**src/logic/cbri_consts.svh**
```systemverilog
// Timing counts, field positions and reset values of the bus sequencer.
// Assumes inclusion by bare name from the design files only.
`ifndef CBRI_CONSTS_SVH
`define CBRI_CONSTS_SVH

// Clock cycles per microcycle phase; four phases make one microcycle.
`define CBRI_PHASE_CLKS   1
// Phase indices held by the phase counter.
`define CBRI_PH1          2'h0
`define CBRI_PH2          2'h1
`define CBRI_PH3          2'h2
`define CBRI_PH4          2'h3
// Data chip byte registers and the B field bit that requests read-modify-write.
`define CBRI_NREGS        16
`define CBRI_RMW_BIT      3
// Depth of the receive buffer between the bus and the user side.
`define CBRI_BUF_DEPTH    2
// Reset values of the bus lines and internal data.
`define CBRI_LINE_IDLE_N  1'h1
`define CBRI_WORD_ZERO    16'h0000

`endif

```
**src/logic/cbri_pkg.sv**
```systemverilog
// Types shared by the bus sequencer files.
// Assumes nothing of its surroundings.
package cbri_pkg;

    // Microinstruction classes seen by the bus interface.
    typedef enum logic [2:0] {
        CBRI_OP_DATA,
        CBRI_OP_READ,
        CBRI_OP_WRITE,
        CBRI_OP_READ_ACK,
        CBRI_OP_WRITE_ACK,
        CBRI_OP_IN_WORD,
        CBRI_OP_OUT_WORD,
        CBRI_OP_OUT_BYTE
    } cbri_op_t;

endpackage

```
**src/logic/cbri_buf.sv**
```systemverilog
// Small shift-register buffer with valid and ready on both sides.
// Assumes one clock and a source that holds its word until accepted.
`timescale 1ns/1ps
`default_nettype none

module cbri_buf #(
    parameter int WIDTH = 16,
    parameter int DEPTH = 2
) (
    input  wire logic             i_clk,
    input  wire logic             i_rstn,
    input  wire logic             i_valid,
    input  wire logic [WIDTH-1:0] i_data,
    output logic                  o_ready,
    output logic                  o_valid,
    output logic [WIDTH-1:0]      o_data,
    input  wire logic             i_ready
);

    // The head entry is itself a flip-flop, so the read side sees no mux.
    logic [WIDTH-1:0] mem_r [0:DEPTH-1];
    logic [7:0]       cnt_r;
    logic [7:0]       cnt_nxt;
    logic             push;
    logic             pop;
    logic             vld_r;

    assign o_ready = cnt_r < 8'(DEPTH);
    assign push    = i_valid && o_ready;
    assign pop     = vld_r && i_ready;
    assign cnt_nxt = cnt_r + (push ? 8'h01 : 8'h00) - (pop ? 8'h01 : 8'h00);
    assign o_valid = vld_r;
    assign o_data  = mem_r[0];

    always_ff @(posedge i_clk or negedge i_rstn) begin
        if (!i_rstn) begin
            cnt_r <= 8'h00;
            vld_r <= 1'b0;
        end else begin
            cnt_r <= cnt_nxt;
            vld_r <= cnt_nxt != 8'h00;
        end
    end

    genvar g;
    generate
        for (g = 0; g < DEPTH; g++) begin : g_ent
            always_ff @(posedge i_clk) begin
                if (push && (8'(g) == (pop ? cnt_r - 8'h01 : cnt_r))) begin
                    mem_r[g] <= i_data;
                end else if (pop && (g < DEPTH - 1)) begin
                    mem_r[g] <= mem_r[(g < DEPTH - 1) ? g + 1 : g];
                end
            end
        end
    endgenerate

endmodule

`default_nettype wire

```
**src/logic/cbri_bus_seq.sv**
```systemverilog
// Processor-side system bus interface: reply, strobe, sync and interrupt
// acknowledge logic driven by microinstructions on a four-phase microcycle.
// Assumes bus pins arrive asynchronously and the microinstruction source
// holds I_MI_VALID and its fields until O_MI_DONE.
`include "cbri_consts.svh"
`timescale 1ns/1ps
`default_nettype none

// Functional notes
// - Reply flip-flop samples the bus reply only at the start of phase 1.
// - Input and output operations test synchronised reply at phase 3, waiting until it passes.
// - Input word stores low byte first, then high byte into register A with bit0 inverted.
// - Read-modify-write input completion drops input request and strobe, keeps sync request.
// - Dropping the input request cancels the synchronised reply immediately.
// - After failed output check, output request rises at phase 1, strobe at phase 3.
// - Output byte asserts write-byte for one microcycle from phase 1; word never.
// - Output drives both data bytes as one word onto the address/data lines.
// - Reply set during output resets the output strobe at phase 3, cancelling reply.
// - Negated bus reply resets the reply flip-flop at phase 1, ending busy.
// - After output: sync request drops phase 2, output request phase 4, data removed.
// - Data manipulation operations never test reply or busy and never wait.
// - Read-acknowledge completes in its first microcycle when idle, changing no bus line.
// - Interrupt acknowledge drives the designated registers onto the lines at phase 1.
// - Acknowledge asserts sync and acknowledge requests at phase 2; bus sync stays suppressed.
// - Next microcycle the input request and input strobe assert at phase 2.
// - Interrupt acknowledge flip-flop is locked reset until input request, then sets.
// - Write-acknowledge never drives bus interrupt acknowledge.
// - B field argument marks read-modify-write; transfer ends only after output completes.
// - Read or write group operations wait while the reply flip-flop stays set.
module cbri_bus_seq #(
    parameter int PHASE_CLKS = `CBRI_PHASE_CLKS,
    parameter int BUF_DEPTH  = `CBRI_BUF_DEPTH
) (
    input  wire logic              I_CLK,
    input  wire logic              I_RSTN,
    input  wire logic              I_MI_VALID,
    input  wire cbri_pkg::cbri_op_t I_MI_OP,
    input  wire logic [3:0]        I_MI_A,
    input  wire logic [3:0]        I_MI_B,
    input  wire logic [15:0]       I_MI_DATA,
    output logic                   O_MI_DONE,
    output logic                   O_MI_WAIT,
    input  wire logic              I_BUS_REPLY_N,
    input  wire logic [15:0]       I_BUS_ADDR_DATA_LINES,
    output logic [15:0]            O_BUS_ADDR_DATA_LINES,
    output logic                   O_BUS_ADDR_DATA_LINES_OE,
    output logic                   O_BUS_SYNC_N,
    output logic                   O_BUS_INPUT_STROBE_N,
    output logic                   O_BUS_OUTPUT_STROBE_N,
    output logic                   O_BUS_WRITE_BYTE_N,
    output logic                   O_BUS_INT_ACKNOWLEDGE,
    output logic                   O_BUSY,
    output logic                   O_RX_VALID,
    output logic [15:0]            O_RX_DATA,
    input  wire logic              I_RX_READY
);

    localparam logic [7:0] DIV_LAST = 8'(PHASE_CLKS - 1);

    // ==========================================================
    // Phase generator
    logic [7:0] div_r;
    logic [1:0] ph_r;
    logic [1:0] ph_next;
    logic       tick;
    logic       st1;
    logic       st2;
    logic       st3;
    logic       st4;

    assign tick    = div_r == DIV_LAST;
    assign ph_next = ph_r + 2'h1;
    assign st1     = tick && (ph_next == `CBRI_PH1);
    assign st2     = tick && (ph_next == `CBRI_PH2);
    assign st3     = tick && (ph_next == `CBRI_PH3);
    assign st4     = tick && (ph_next == `CBRI_PH4);

    always_ff @(posedge I_CLK or negedge I_RSTN) begin
        if (!I_RSTN) begin
            div_r <= 8'h00;
            ph_r  <= `CBRI_PH4;
        end else begin
            div_r <= tick ? 8'h00 : div_r + 8'h01;
            ph_r  <= tick ? ph_next : ph_r;
        end
    end

    // ==========================================================
    // Pin synchronisers
    logic        rply_s1_r;
    logic        rply_s2_r;
    logic [15:0] dal_s1_r;
    logic [15:0] dal_s2_r;

    always_ff @(posedge I_CLK or negedge I_RSTN) begin
        if (!I_RSTN) begin
            rply_s1_r <= `CBRI_LINE_IDLE_N;
            rply_s2_r <= `CBRI_LINE_IDLE_N;
            dal_s1_r  <= `CBRI_WORD_ZERO;
            dal_s2_r  <= `CBRI_WORD_ZERO;
        end else begin
            rply_s1_r <= I_BUS_REPLY_N;
            rply_s2_r <= rply_s1_r;
            dal_s1_r  <= I_BUS_ADDR_DATA_LINES;
            dal_s2_r  <= dal_s1_r;
        end
    end

    // ==========================================================
    // Sequencer state and decode
    logic               run_r;
    cbri_pkg::cbri_op_t op_r;
    logic [3:0]         a_r;
    logic               rmw_r;
    logic               first_r;
    logic               low_done_r;
    logic [7:0]         op_cyc_r;
    logic               reply_ff;
    logic               dout_n_r;
    logic               sync_n_r;
    logic               iack_r;
    logic               wb_n_r;
    logic               input_req;
    logic               output_req;
    logic               sync_req;
    logic               ack_req;
    logic               buf_ready;
    logic               reply_h;
    logic               rw_group;
    logic               io_group;
    logic               is_out;
    logic               take;
    logic               pass;
    logic               done;
    logic               low_step;
    logic               high_step;
    logic               push;

    // Reply as seen by the sequencer only exists while a strobe request is live.
    assign reply_h   = reply_ff && (input_req || !dout_n_r);
    assign is_out    = (op_r == cbri_pkg::CBRI_OP_OUT_WORD) || (op_r == cbri_pkg::CBRI_OP_OUT_BYTE);
    assign rw_group  = (op_r == cbri_pkg::CBRI_OP_READ) || (op_r == cbri_pkg::CBRI_OP_WRITE)
                     || (op_r == cbri_pkg::CBRI_OP_READ_ACK)
                     || (op_r == cbri_pkg::CBRI_OP_WRITE_ACK);
    assign io_group  = is_out || (op_r == cbri_pkg::CBRI_OP_IN_WORD);
    assign take      = st1 && !run_r && I_MI_VALID;
    // A high byte with no room in the buffer waits rather than lose the word.
    assign low_step  = (op_r == cbri_pkg::CBRI_OP_IN_WORD) && reply_h && !low_done_r;
    assign high_step = (op_r == cbri_pkg::CBRI_OP_IN_WORD) && reply_h && low_done_r
                     && buf_ready;
    assign pass      = (op_r == cbri_pkg::CBRI_OP_DATA)
                     || (rw_group && !reply_ff && !reply_h)
                     || high_step
                     || (is_out && reply_h);
    assign done      = run_r && st3 && pass;
    assign push      = run_r && st3 && high_step;

    always_ff @(posedge I_CLK or negedge I_RSTN) begin
        if (!I_RSTN) begin
            run_r      <= 1'b0;
            op_r       <= cbri_pkg::CBRI_OP_DATA;
            a_r        <= 4'h0;
            rmw_r      <= 1'b0;
            first_r    <= 1'b0;
            low_done_r <= 1'b0;
        end else if (take) begin
            run_r      <= 1'b1;
            op_r       <= I_MI_OP;
            a_r        <= I_MI_A;
            rmw_r      <= (I_MI_OP == cbri_pkg::CBRI_OP_IN_WORD) ? I_MI_B[`CBRI_RMW_BIT] : rmw_r;
            first_r    <= 1'b1;
            low_done_r <= 1'b0;
        end else if (run_r && st3) begin
            run_r      <= !pass;
            first_r    <= 1'b0;
            low_done_r <= low_done_r || low_step;
        end
    end

    always_ff @(posedge I_CLK or negedge I_RSTN) begin
        if (!I_RSTN) begin
            O_MI_DONE <= 1'b0;
            O_MI_WAIT <= 1'b0;
            op_cyc_r  <= 8'h00;
        end else begin
            O_MI_DONE <= done;
            O_MI_WAIT <= run_r && (st3 ? !pass : O_MI_WAIT);
            op_cyc_r  <= take ? 8'h00 : ((run_r && st1) ? op_cyc_r + 8'h01 : op_cyc_r);
        end
    end

    // ==========================================================
    // Byte register file
    logic [7:0] regs [0:`CBRI_NREGS-1];
    logic [3:0] a_pair;

    assign a_pair = a_r ^ 4'h1;

    always_ff @(posedge I_CLK) begin
        if (done && (op_r == cbri_pkg::CBRI_OP_DATA)) begin
            regs[a_r]    <= I_MI_DATA[7:0];
            regs[a_pair] <= I_MI_DATA[15:8];
        end else if (run_r && st3 && low_step) begin
            regs[a_r]    <= dal_s2_r[7:0];
        end else if (push) begin
            regs[a_pair] <= dal_s2_r[15:8];
        end
    end

    // ==========================================================
    // Transfer scheduling
    logic addr_pend_r;
    logic addr_cyc_r;
    logic rd_r;
    logic ak_r;
    logic din_arm_r;
    logic in_end_r;
    logic out_arm_r;
    logic out_end_r;
    logic out_rel_r;
    logic out_byte_r;

    always_ff @(posedge I_CLK or negedge I_RSTN) begin
        if (!I_RSTN) begin
            addr_pend_r <= 1'b0;
            rd_r        <= 1'b0;
            ak_r        <= 1'b0;
            out_arm_r   <= 1'b0;
            out_byte_r  <= 1'b0;
        end else if (done && rw_group) begin
            addr_pend_r <= 1'b1;
            rd_r        <= (op_r == cbri_pkg::CBRI_OP_READ) || (op_r == cbri_pkg::CBRI_OP_READ_ACK);
            ak_r        <= (op_r == cbri_pkg::CBRI_OP_READ_ACK)
                        || (op_r == cbri_pkg::CBRI_OP_WRITE_ACK);
        end else if (run_r && st3 && is_out && first_r && !pass) begin
            out_arm_r   <= 1'b1;
            out_byte_r  <= op_r == cbri_pkg::CBRI_OP_OUT_BYTE;
        end else if (st1) begin
            addr_pend_r <= 1'b0;
            out_arm_r   <= 1'b0;
        end
    end

    always_ff @(posedge I_CLK or negedge I_RSTN) begin
        if (!I_RSTN) begin
            addr_cyc_r <= 1'b0;
            din_arm_r  <= 1'b0;
            in_end_r   <= 1'b0;
            out_end_r  <= 1'b0;
            out_rel_r  <= 1'b0;
        end else begin
            if (st1) begin
                addr_cyc_r <= addr_pend_r;
            end
            if (st2) begin
                din_arm_r <= addr_cyc_r && rd_r;
                in_end_r  <= 1'b0;
            end else if (push) begin
                in_end_r  <= 1'b1;
            end
            // Completion is held over to the next microcycle, whose phases close the transfer.
            if (done && is_out) begin
                out_rel_r <= 1'b1;
            end else if (st1) begin
                out_rel_r <= 1'b0;
            end
            if (st1) begin
                out_end_r <= out_rel_r;
            end
        end
    end

    // ==========================================================
    // Request lines
    always_ff @(posedge I_CLK or negedge I_RSTN) begin
        if (!I_RSTN) begin
            sync_req   <= 1'b0;
            ack_req    <= 1'b0;
            input_req  <= 1'b0;
            output_req <= 1'b0;
        end else begin
            if (st2 && addr_cyc_r) begin
                sync_req <= 1'b1;
                ack_req  <= ak_r;
            end else if (st2 && (in_end_r || out_end_r)) begin
                sync_req <= in_end_r && rmw_r;
                ack_req  <= 1'b0;
            end
            if (st2 && din_arm_r) begin
                input_req <= 1'b1;
            end else if (st2 && in_end_r) begin
                input_req <= 1'b0;
            end
            if (st1 && out_arm_r) begin
                output_req <= 1'b1;
            end else if (st4 && out_end_r) begin
                output_req <= 1'b0;
            end
        end
    end

    // ==========================================================
    // Bus flip-flops
    always_ff @(posedge I_CLK or negedge I_RSTN) begin
        if (!I_RSTN) begin
            reply_ff <= 1'b0;
            dout_n_r <= `CBRI_LINE_IDLE_N;
            sync_n_r <= `CBRI_LINE_IDLE_N;
            iack_r   <= 1'b0;
            wb_n_r   <= `CBRI_LINE_IDLE_N;
        end else begin
            if (st1) begin
                reply_ff <= !rply_s2_r;
                wb_n_r   <= !(out_arm_r && out_byte_r);
            end
            if (st3) begin
                dout_n_r <= !(output_req && !reply_ff);
            end
            if (ack_req) begin
                sync_n_r <= `CBRI_LINE_IDLE_N;
            end else if (st4) begin
                sync_n_r <= !(sync_req || (!sync_n_r && reply_ff));
            end
            if (!input_req || !ack_req) begin
                iack_r <= 1'b0;
            end else if (st2) begin
                iack_r <= 1'b1;
            end
        end
    end

    // The input strobe follows its request within the same edge.
    always_ff @(posedge I_CLK or negedge I_RSTN) begin
        if (!I_RSTN) begin
            O_BUS_INPUT_STROBE_N <= `CBRI_LINE_IDLE_N;
        end else if (st2) begin
            O_BUS_INPUT_STROBE_N <= !((din_arm_r || input_req) && !in_end_r);
        end
    end

    // ==========================================================
    // Address/data drive
    always_ff @(posedge I_CLK or negedge I_RSTN) begin
        if (!I_RSTN) begin
            O_BUS_ADDR_DATA_LINES    <= `CBRI_WORD_ZERO;
            O_BUS_ADDR_DATA_LINES_OE <= 1'b0;
        end else if (st1 && (addr_pend_r || out_arm_r)) begin
            O_BUS_ADDR_DATA_LINES    <= {regs[a_pair], regs[a_r]};
            O_BUS_ADDR_DATA_LINES_OE <= 1'b1;
        end else if ((st4 && addr_cyc_r) || (st1 && out_end_r)) begin
            O_BUS_ADDR_DATA_LINES_OE <= 1'b0;
        end
    end

    assign O_BUS_SYNC_N          = sync_n_r;
    assign O_BUS_OUTPUT_STROBE_N = dout_n_r;
    assign O_BUS_WRITE_BYTE_N    = wb_n_r;
    assign O_BUS_INT_ACKNOWLEDGE = iack_r;
    assign O_BUSY                = reply_ff;

    cbri_buf #(
        .WIDTH (16),
        .DEPTH (BUF_DEPTH)
    ) u_rx_buf (
        .i_clk   (I_CLK),
        .i_rstn  (I_RSTN),
        .i_valid (push),
        .i_data  ({dal_s2_r[15:8], regs[a_r]}),
        .o_ready (buf_ready),
        .o_valid (O_RX_VALID),
        .o_data  (O_RX_DATA),
        .i_ready (I_RX_READY)
    );
endmodule

`default_nettype wire

```
**config.mk**
```make
export PLATFORM = sky130hd
export DESIGN_NAME = cbri_bus_seq
export DESIGN_NICKNAME = d
export VERILOG_FILES = /design/src/logic/cbri_pkg.sv /design/src/logic/cbri_buf.sv /design/src/logic/cbri_bus_seq.sv
export VERILOG_INCLUDE_DIRS = /design/src /design/src/logic
export SDC_FILE = /design/constraint.sdc
export NUM_CORES = 1
export LEC_CHECK = 0
export ABC_CLOCK_PERIOD_IN_PS = 6000
export BUFFER_PORTS_ARGS = -buffer_cell sky130_fd_sc_hd__buf_4
export CAP_MARGIN = 25
export CORE_UTILIZATION = 35
export CTS_CLUSTER_SIZE = 14
export DETAILED_ROUTE_END_ITERATION = 6
export GPL_TIMING_DRIVEN = 0
export PLACE_DENSITY_LB_ADDON = 0.3
export SYNTH_ARGS = -nofsm -noshare
export SYNTH_HDL_FRONTEND = slang
export SYNTH_SLANG_ARGS = --single-unit
```
**constraint.sdc**
```tcl
create_clock -name I_CLK -period 6 [get_ports I_CLK]
set_clock_uncertainty 0.15 [all_clocks]
set_input_delay 1.2 -clock I_CLK [delete_from_list [all_inputs] [get_ports I_CLK]]
set_output_delay 1.2 -clock I_CLK [all_outputs]
set_load 0.1 [all_outputs]
```
==> metrics, run 1 <==
global routing usage summed across all routing layers 0.203; kind of start point of the critical path register; leakage power figure 6.06 nW; fraction of the yosys area taken by sequential cells 0.550; largest stage delay on the critical path 0.63 ns; starting density of the core 0.356; maximum clock rate 241 MHz; overall routed net length slightly below 40 mm; number of sinks driven by the clock tree 263; kind of cell adding the most delay to the critical path simple AND/OR/NAND/NOR gates; flip-flop and latch count after synthesis 263; max_slew headroom 0.264; Setup CP Type reg2reg; critical path peak fanout 10; slack of the worst reg-to-reg path about 1.8 ns; count of unique library cells instantiated by Yosys 62; outcome complete, no violations; worst min-delay path class reg2reg; power density of the placed cells ~450 mW/mm^2; Peak supply drop just over 0.2 mV; unrepaired setup endpoints after global routing false; CP startpoint u_rx_buf.cnt_r[2]; data required time at the worst endpoint 6.27 ns; Die Span Y roughly 200 um; post-synth design cell area 0.0134 mm^2; initial antenna violation count 2; Min Clock Period, post-route 4.16 ns; Cell Area, Placed 0.0148 mm^2; buffers added on ports 86; count of warnings emitted by yosys 0; final standard cell area without fillers 0.0158 mm^2; crit path buf inv count 2; hold buffer count at cts 0; Synth async-reset ratio 0.392; Sw Share 0.402; CTS H-tree lvls 1; ant diodes 0; Post-CTS Setup Inserts 0; number of buffers on the longest clock path 3; Area growth syn-to-layout 17.8%; vias in the first global route 9185; area of the multi-input gates 0.00545 mm^2; signal arrival time at the worst endpoint 4.43 ns; most common cell after layout, fill and taps aside a21oi_1; power spent charging and discharging nets 2.89 mW; Worst Tran Pin Value 1.10 ns; number of synthesized flops with an enable pin between 150 and 200; DP Wirelength approximately 28 mm; detailed router's first-iteration violation count 1223; final-layout setup total negative slack 0 ns; simple-gate portion of the synthesized area 0.111; Post-Syn Area per Cell 12.6 um^2; highest-count cells in the layout ignoring fill and taps 164 x a21oi_1, 160 x edfxtp_1, 155 x nor2_1; Synth Net Count roughly 1100; Critical Path Most Common Cell ha_1; vias 9440; # DRC 0; clock buffer count from CTS 29; end of the worst register-to-register path u_rx_buf.o_valid; cell-internal power about 4.3 mW; full die area ~0.04 mm^2; adder-cell share of the synthesized area 0.0238; total power between 7 and 8 mW; maximum number of pins on one net before global-route repair 60; relative contribution of the clock network to total power 0.254; clock latency at the later pin of the worst-skew pair 0.57 ns; main flop type after synthesis edfxtp_1; number of instances in the synthesized netlist between 1000 and 1500; final critical-path share of the clock period 0.693; share of post-route cells with drive strength above 1 0.287; final max-slew violation count 0; clock tree root driver cell clkbuf_16; number of setup violations in the final report 0; filler cell count 3522; number of endpoints with negative hold slack in the final report 0; routed vias/inst 5.46; hold depth 0; number of max-cap violations 0; number of nets at the end of the flow around 1300; standard cell with the maximum stage delay on the critical path or4b_2; series of cell instances along the critical path inv_1, ha_1, a21boi_1, o2111ai_2, nor3_2, buf_4, ha_1, fa_1, or3_1, nor3_1, or4b_2; Worst Hold Endpoint dal_s2_r[0]; placeable core region 0.0378 mm^2; number of cells upsized or downsized after cts 0; fraction of the mapped netlist area in compound gates 0.0957; startpoint of the worst register-to-register path u_rx_buf.cnt_r[2]; multiplexer area fraction after synthesis 0.165; Worst setup EP type register; startpoint of the worst hold path dal_s1_r[0]; global-route wire length before repair between 50 and 60 mm; Wirelength per Cell 22.6 um; share of the synthesized netlist area taken by xor and xnor gates 0.00977; post-CTS clock slew at the launch and capture registers of the worst setup and hold paths 0.06 ns; total congestion overflow after global routing 0; last weighted congestion value of the routability-driven placer 0.933; sequential cell area in the final layout 0.00739 mm^2; main combinational cell family by area after synthesis multiplexers; I/O pin cnt 90; residual antenna-violating net count after detailed routing 0; logic depth of the worst register-to-register path 11; Die X-Extent 198 um; sequential share of power 0.321; Gate power share 0.425; FP Rows just over 70; TritonCTS clock tree done; first-pass detailed-route iteration total 5
[how the worst max path moves through the flow]
stage	to	slack (ns)	cells after the start
after floorplan	u_rx_buf.o_valid	2.18	12
after global placement	u_rx_buf.mem_r[0][6]	1.43	7
after detailed placement	u_rx_buf.o_valid	1.78	13
after CTS	regs[5][7]	1.80	8
after global routing	u_rx_buf.o_valid	1.57	11
final	u_rx_buf.o_valid	1.84	11
[registers in the layout, indices dropped and copies added (netlist names), 2 cells and up]
name / cells
regs: 128
a_r: 4
op_r: 3
u_rx_buf.cnt_r: 8
dal_s2_r: 16
dal_s1_r: 16
div_r: 8
O_BUS_ADDR_DATA_LINES: 16
ph_r: 2
u_rx_buf.mem_r: 32
[area by class of cell]
cell class,instances,share of cell area
Buffer,88,0.0329
Clock buffer,41,0.0524
Clock inverter,13,0.00885
Inverter,23,0.00545
Multi-Input combinational cell,689,0.344
Sequential cell,263,0.467
Tap cell,511,0.0404
Timing Repair Buffer,100,0.0496
[cells by family after synthesis]
kind of cell | Yosys count
fa+ha+maj | 25
compound gates | 233
simple gates | 285
buf+inv | 111
mux | 131
flops | 263
xor+xnor | 15
[worst reg2reg max path, delay by kind of cell, from the launching register on]
family | cells | cell delay (ns)
fa+ha+maj | 3 | 0.97
simple gates | 4 | 1.54
compound gates | 2 | 0.46
buf+inv | 2 | 0.47
flops | 1 | 0.43
[synth_stat cells (10+ instances only)]
library cell,n,area share
buf_1,10,0.0028
mux2i_1,18,0.013
ha_1,24,0.022
mux4_2,65,0.11
a21oi_1,164,0.061
buf_2,24,0.0089
buf_4,23,0.013
nand2_1,59,0.016
buf_6,10,0.0084
clkbuf_1,21,0.0059
edfxtp_1,160,0.36
xnor2_1,12,0.0078
inv_1,22,0.0061
mux2_2,40,0.034
dfrtp_1,95,0.18
o21ai_0,32,0.012
nor4_4,13,0.021
nor2_1,155,0.043
nand3_1,15,0.0056
[power by group through the flow]
stage / Sequential [mW] / Combinational (mW) / Clock (mW)
final: 2.31 / 3.05 / 1.83
after floorplan: 2.80 / 1.75 / 0
after detailed placement: 2.35 / 3.03 / 0
after CTS: 2.31 / 3.04 / 1.85
after global placement: 2.34 / 2.97 / 0
after global routing: 2.33 / 3.23 / 1.92
[metrics by stage]
| step | hold WS, ns | utilization | instances | worst slack [ns] |
|---|---|---|---|---|
| 5_1_grt | 0.208 | 0.420 | 1728 | 1.57 |
| 2_1_floorplan | 0.181 | - | 1063 | 2.18 |
| 6_report | 0.195 | 0.420 | 1728 | 1.84 |
| 3_3_place_gp | 0.182 | 0.390 | 1660 | 1.43 |
| 4_1_cts | 0.197 | 0.418 | 1720 | 1.80 |
| 3_5_place_dp | 0.185 | 0.392 | 1666 | 1.78 |
[routing by layer]
layer  up-vias  wire length (um)  GRT usage
li1       4186                 -          -
met1      4652             16300      0.283
met2       521             17400      0.313
met3        79              4060     0.0419
met4         2              1320     0.0689
met5         -                13          0
No activity file was read; power rests on OpenSTA's default activity.
==> inputs of run 2 (changes only) <==
ABC_AREA = 1   (was not set)
ABC_CLOCK_PERIOD_IN_PS = 3500   (was 6000)
clock period = 3.5 ns   (was 6 ns; I/O delays follow)
==> metrics, run 2 <==
count leader, synth nand2_1; number of instances in the synthesized netlist 1535 (+44%); count of placed standard cells in the final layout, fillers left out 2196 (+27%); number of synthesized flops with an enable pin 160 (unchanged); worst min-delay path class in2reg; top cell type's share of synthesized area 0.344 (-0.0136); post-CTS clock slew at the launch and capture registers of the worst setup and hold paths 0.06 ns (about the same); Worst Tran Pin Value 0.983 ns (-0.121 ns); outcome finished with violations; number of nets at the end of the flow 1727 (+36%); leakage power figure 7.41 nW (+22%); final core utilization 0.421 (+0.00125); Worst Setup Slack post-DPL -0.434 ns (-2.21 ns); number of buffers on the longest clock path 3 (unchanged); Area growth syn-to-layout 17.5%; Worst setup EP type register; last weighted congestion value of the routability-driven placer 0.981 (+5.1%); number of max-cap violations 0 (unchanged); slack of the worst reg-to-reg path 0.28 ns (-1.57 ns); routed vias/inst 5.28 (-3.4%); kind of start point of the critical path register; number of placed instances, taps included 2140 (+28%); main flop type after synthesis edfxtp_1; FP Rows 72 (+1.4%); global-route wire length before repair 68.0 mm (+16%); final-layout setup total negative slack 0 ns (unchanged); vias in the first global route 11300 (+23%); Setup CP Type reg2reg; cell type with the highest aggregate area in the netlist edfxtp_1; number of setup violations in the final report 0 (unchanged); leading cell types by total area after synthesis edfxtp_1 34%, nand2_1 18%, dfrtp_1 17%; ant diodes 0 (unchanged); maximum number of pins on one net before global-route repair 67 (+12%); Synth Net Count 1608 (+42%); flip-flop and latch count after synthesis 263 (unchanged); clock buffer count from CTS 30 (+3.4%); most common cell after layout, fill and taps aside nand2_1; I/O pin cnt 90 (unchanged); Regs by FF count regs (128), u_rx_buf.mem_r (32); share of post-route cells with drive strength above 1 0.175 (-0.112); DP Wirelength 32.1 mm (+15%); highest-count cells in the layout ignoring fill and taps 680 x nand2_1, 160 x edfxtp_1, 116 x a22oi_1; violations in the final reports design-rule violations; startpoint of the worst register-to-register path u_rx_buf.o_valid; placeable core region 0.0390 mm^2 (+3.3%); max_slew headroom 0.340 (+0.0759); starting density of the core 0.358 (+0.00217); count of warnings emitted by yosys 0 (unchanged); register with the highest flop count regs; first-pass detailed-route iteration total 7 (+2); flip-flop count of the largest register, all copies and words added 128 (unchanged); final max-slew violation count 0 (unchanged); Worst Hold Endpoint dal_s1_r[1]; initial antenna violation count 0 (-2); filler cell count 3769 (+7.0%); number of endpoints with negative hold slack in the final report 0 (unchanged); Die X-Extent 202 um (+1.9%); hold depth 1 (+1); Min Clock Period, post-route 3.22 ns (-0.934 ns); end of the worst register-to-register path u_rx_buf.o_valid; detailed router's first-iteration violation count 1253 (+2.5%); # DRC 2 (+2); Synth async-reset ratio 0.392 (unchanged); Wirelength per Cell 20.5 um (-9.1%); Sw Share 0.447 (+0.0446); cell-internal power 7.26 mW (+69%); setup ws final 0.277 ns (-1.57 ns); sequential share of power 0.299 (-0.022); clock latency at the later pin of the worst-skew pair 0.58 ns (about the same); total power 13.1 mW (+83%); area of the multi-input gates 0.00572 mm^2 (+5.1%); count of unique library cells instantiated by Yosys 54 (-13%); Gate power share 0.442 (+0.017); power density of the placed cells 800 mW/mm^2 (+76%); post-synth design cell area 0.0140 mm^2 (+3.9%); top post-synthesis cells by count 681 x nand2_1, 160 x edfxtp_1, 116 x a22oi_1, 95 x dfrtp_1, 80 x inv_1; full die area 0.0407 mm^2 (+3.9%); Die Span Y 202 um (+1.9%); vias 11600 (+23%); number of sinks driven by the clock tree 263 (unchanged); sequential cell area in the final layout 0.00739 mm^2 (about the same); fraction of the yosys area taken by sequential cells 0.529 (-0.0209); TritonCTS clock tree done; unrepaired setup endpoints after global routing false; Peak supply drop 0.522 mV (+160%); signal arrival time at the worst endpoint 3.51 ns (-0.92 ns); Post-Syn Area per Cell 9.10 um^2 (-28%); power spent charging and discharging nets 5.87 mW (+100%); global routing usage summed across all routing layers 0.220 (+0.0178); critical path peak fanout 19 (+9); overall routed net length 45.1 mm (+15%); buffers added on ports 86 (unchanged); residual antenna-violating net count after detailed routing 0 (unchanged); CTS H-tree lvls 1 (unchanged); maximum clock rate 310 MHz (+29%); logic depth of the worst register-to-register path 11 (unchanged); data required time at the worst endpoint 3.78 ns (-2.49 ns); relative contribution of the clock network to total power 0.259 (+0.005); clock tree root driver cell clkbuf_16; total congestion overflow after global routing 0 (unchanged); startpoint of the worst hold path I_BUS_ADDR_DATA_LINES[1]; final critical-path share of the clock period 0.921 (+0.228)
[run 2: cell count changes in the layout (fill, tap and decap cells not counted), sizes merged, moves of 24 or more]
cell / before / now
a22oi: 1 / 116
a21oi: 164 / 10
inv: 25 / 88
buf: 167 / 143
mux2: 48 / 0
nand2: 59 / 714
nand3: 15 / 85
mux4: 65 / 0
nor2: 155 / 36
[run 2: final cells by class]
type,instances,area share
Clock buffer,42,0.0566
Sequential cell,263,0.450
Clock inverter,14,0.00930
Timing Repair Buffer,88,0.0416
Multi-Input combinational cell,1104,0.349
Inverter,88,0.0207
Buffer,79,0.0332
Tap cell,518,0.0395
[run 2: metal layers]
| metal | wire, um | track usage |
|---|---|---|
| met5 | 0 | 0 |
| met4 | 1550 | 0.0766 |
| met3 | 4600 | 0.0527 |
| met2 | 20300 | 0.346 |
| met1 | 18700 | 0.297 |
[run 2: timing repair]
| item | in CTS | in global routing |
|---|---|---|
| hold endpoints to repair | 35 | 0 |
| endpoints found under the setup margin | 16 | 17 |
| setup buffers | 0 | 0 |
| hold buffers | 1 | 0 |
| gates resized for setup | 1 | 5 |
[run 2: per-stage QoR]
step	cell area, um^2	hold WS (ns)
6_report	16400	0.0822
5_1_grt	16400	0.0621
4_1_cts	16400	0.0597
3_5_place_dp	15300	0.185
3_3_place_gp	15300	0.182
2_1_floorplan	14000	0.181
[run 2: cell families (layout without fill, tap and decap cells)]
kind of cell / after synthesis / after routing / synth area share
flops: 263 / 263 / 0.529
fa+ha+maj: 25 / 25 / 0.0229
compound gates: 188 / 188 / 0.0940
simple gates: 882 / 882 / 0.285
xor+xnor: 9 / 9 / 0.00564
buf+inv: 168 / 311 / 0.0636
[run 2: worst max-delay path, stage by stage (launching register included)]
cell     delay, ns
dfrtp_2       0.42
nand2_1       0.17
inv_1         0.12
buf_2         0.25
ha_1          0.39
inv_1         0.10
ha_1          0.22
fa_1          0.46
xnor2_1       0.16
or3_1         0.35
nor3_2        0.17
nand3_1       0.12
[run 2: worst max-delay path by stage]
stage                           start                   end
detailed placement         I_RX_READY  u_rx_buf.mem_r[0][1]
finish               u_rx_buf.o_valid      u_rx_buf.o_valid
global route        u_rx_buf.cnt_r[2]      u_rx_buf.o_valid
global placement           I_RX_READY  u_rx_buf.mem_r[0][0]
floorplan            u_rx_buf.o_valid      u_rx_buf.o_valid
CTS                  u_rx_buf.o_valid      u_rx_buf.o_valid
[run 2: power groups by stage]
stage	logic [mW]	registers (mW)	clock network, mW
2_1_floorplan	3.24	4.70	0
3_3_place_gp	5.61	3.98	0
3_5_place_dp	5.65	3.98	0
4_1_cts	5.66	3.92	3.44
5_1_grt	6.17	3.97	3.56
6_report	5.80	3.93	3.40
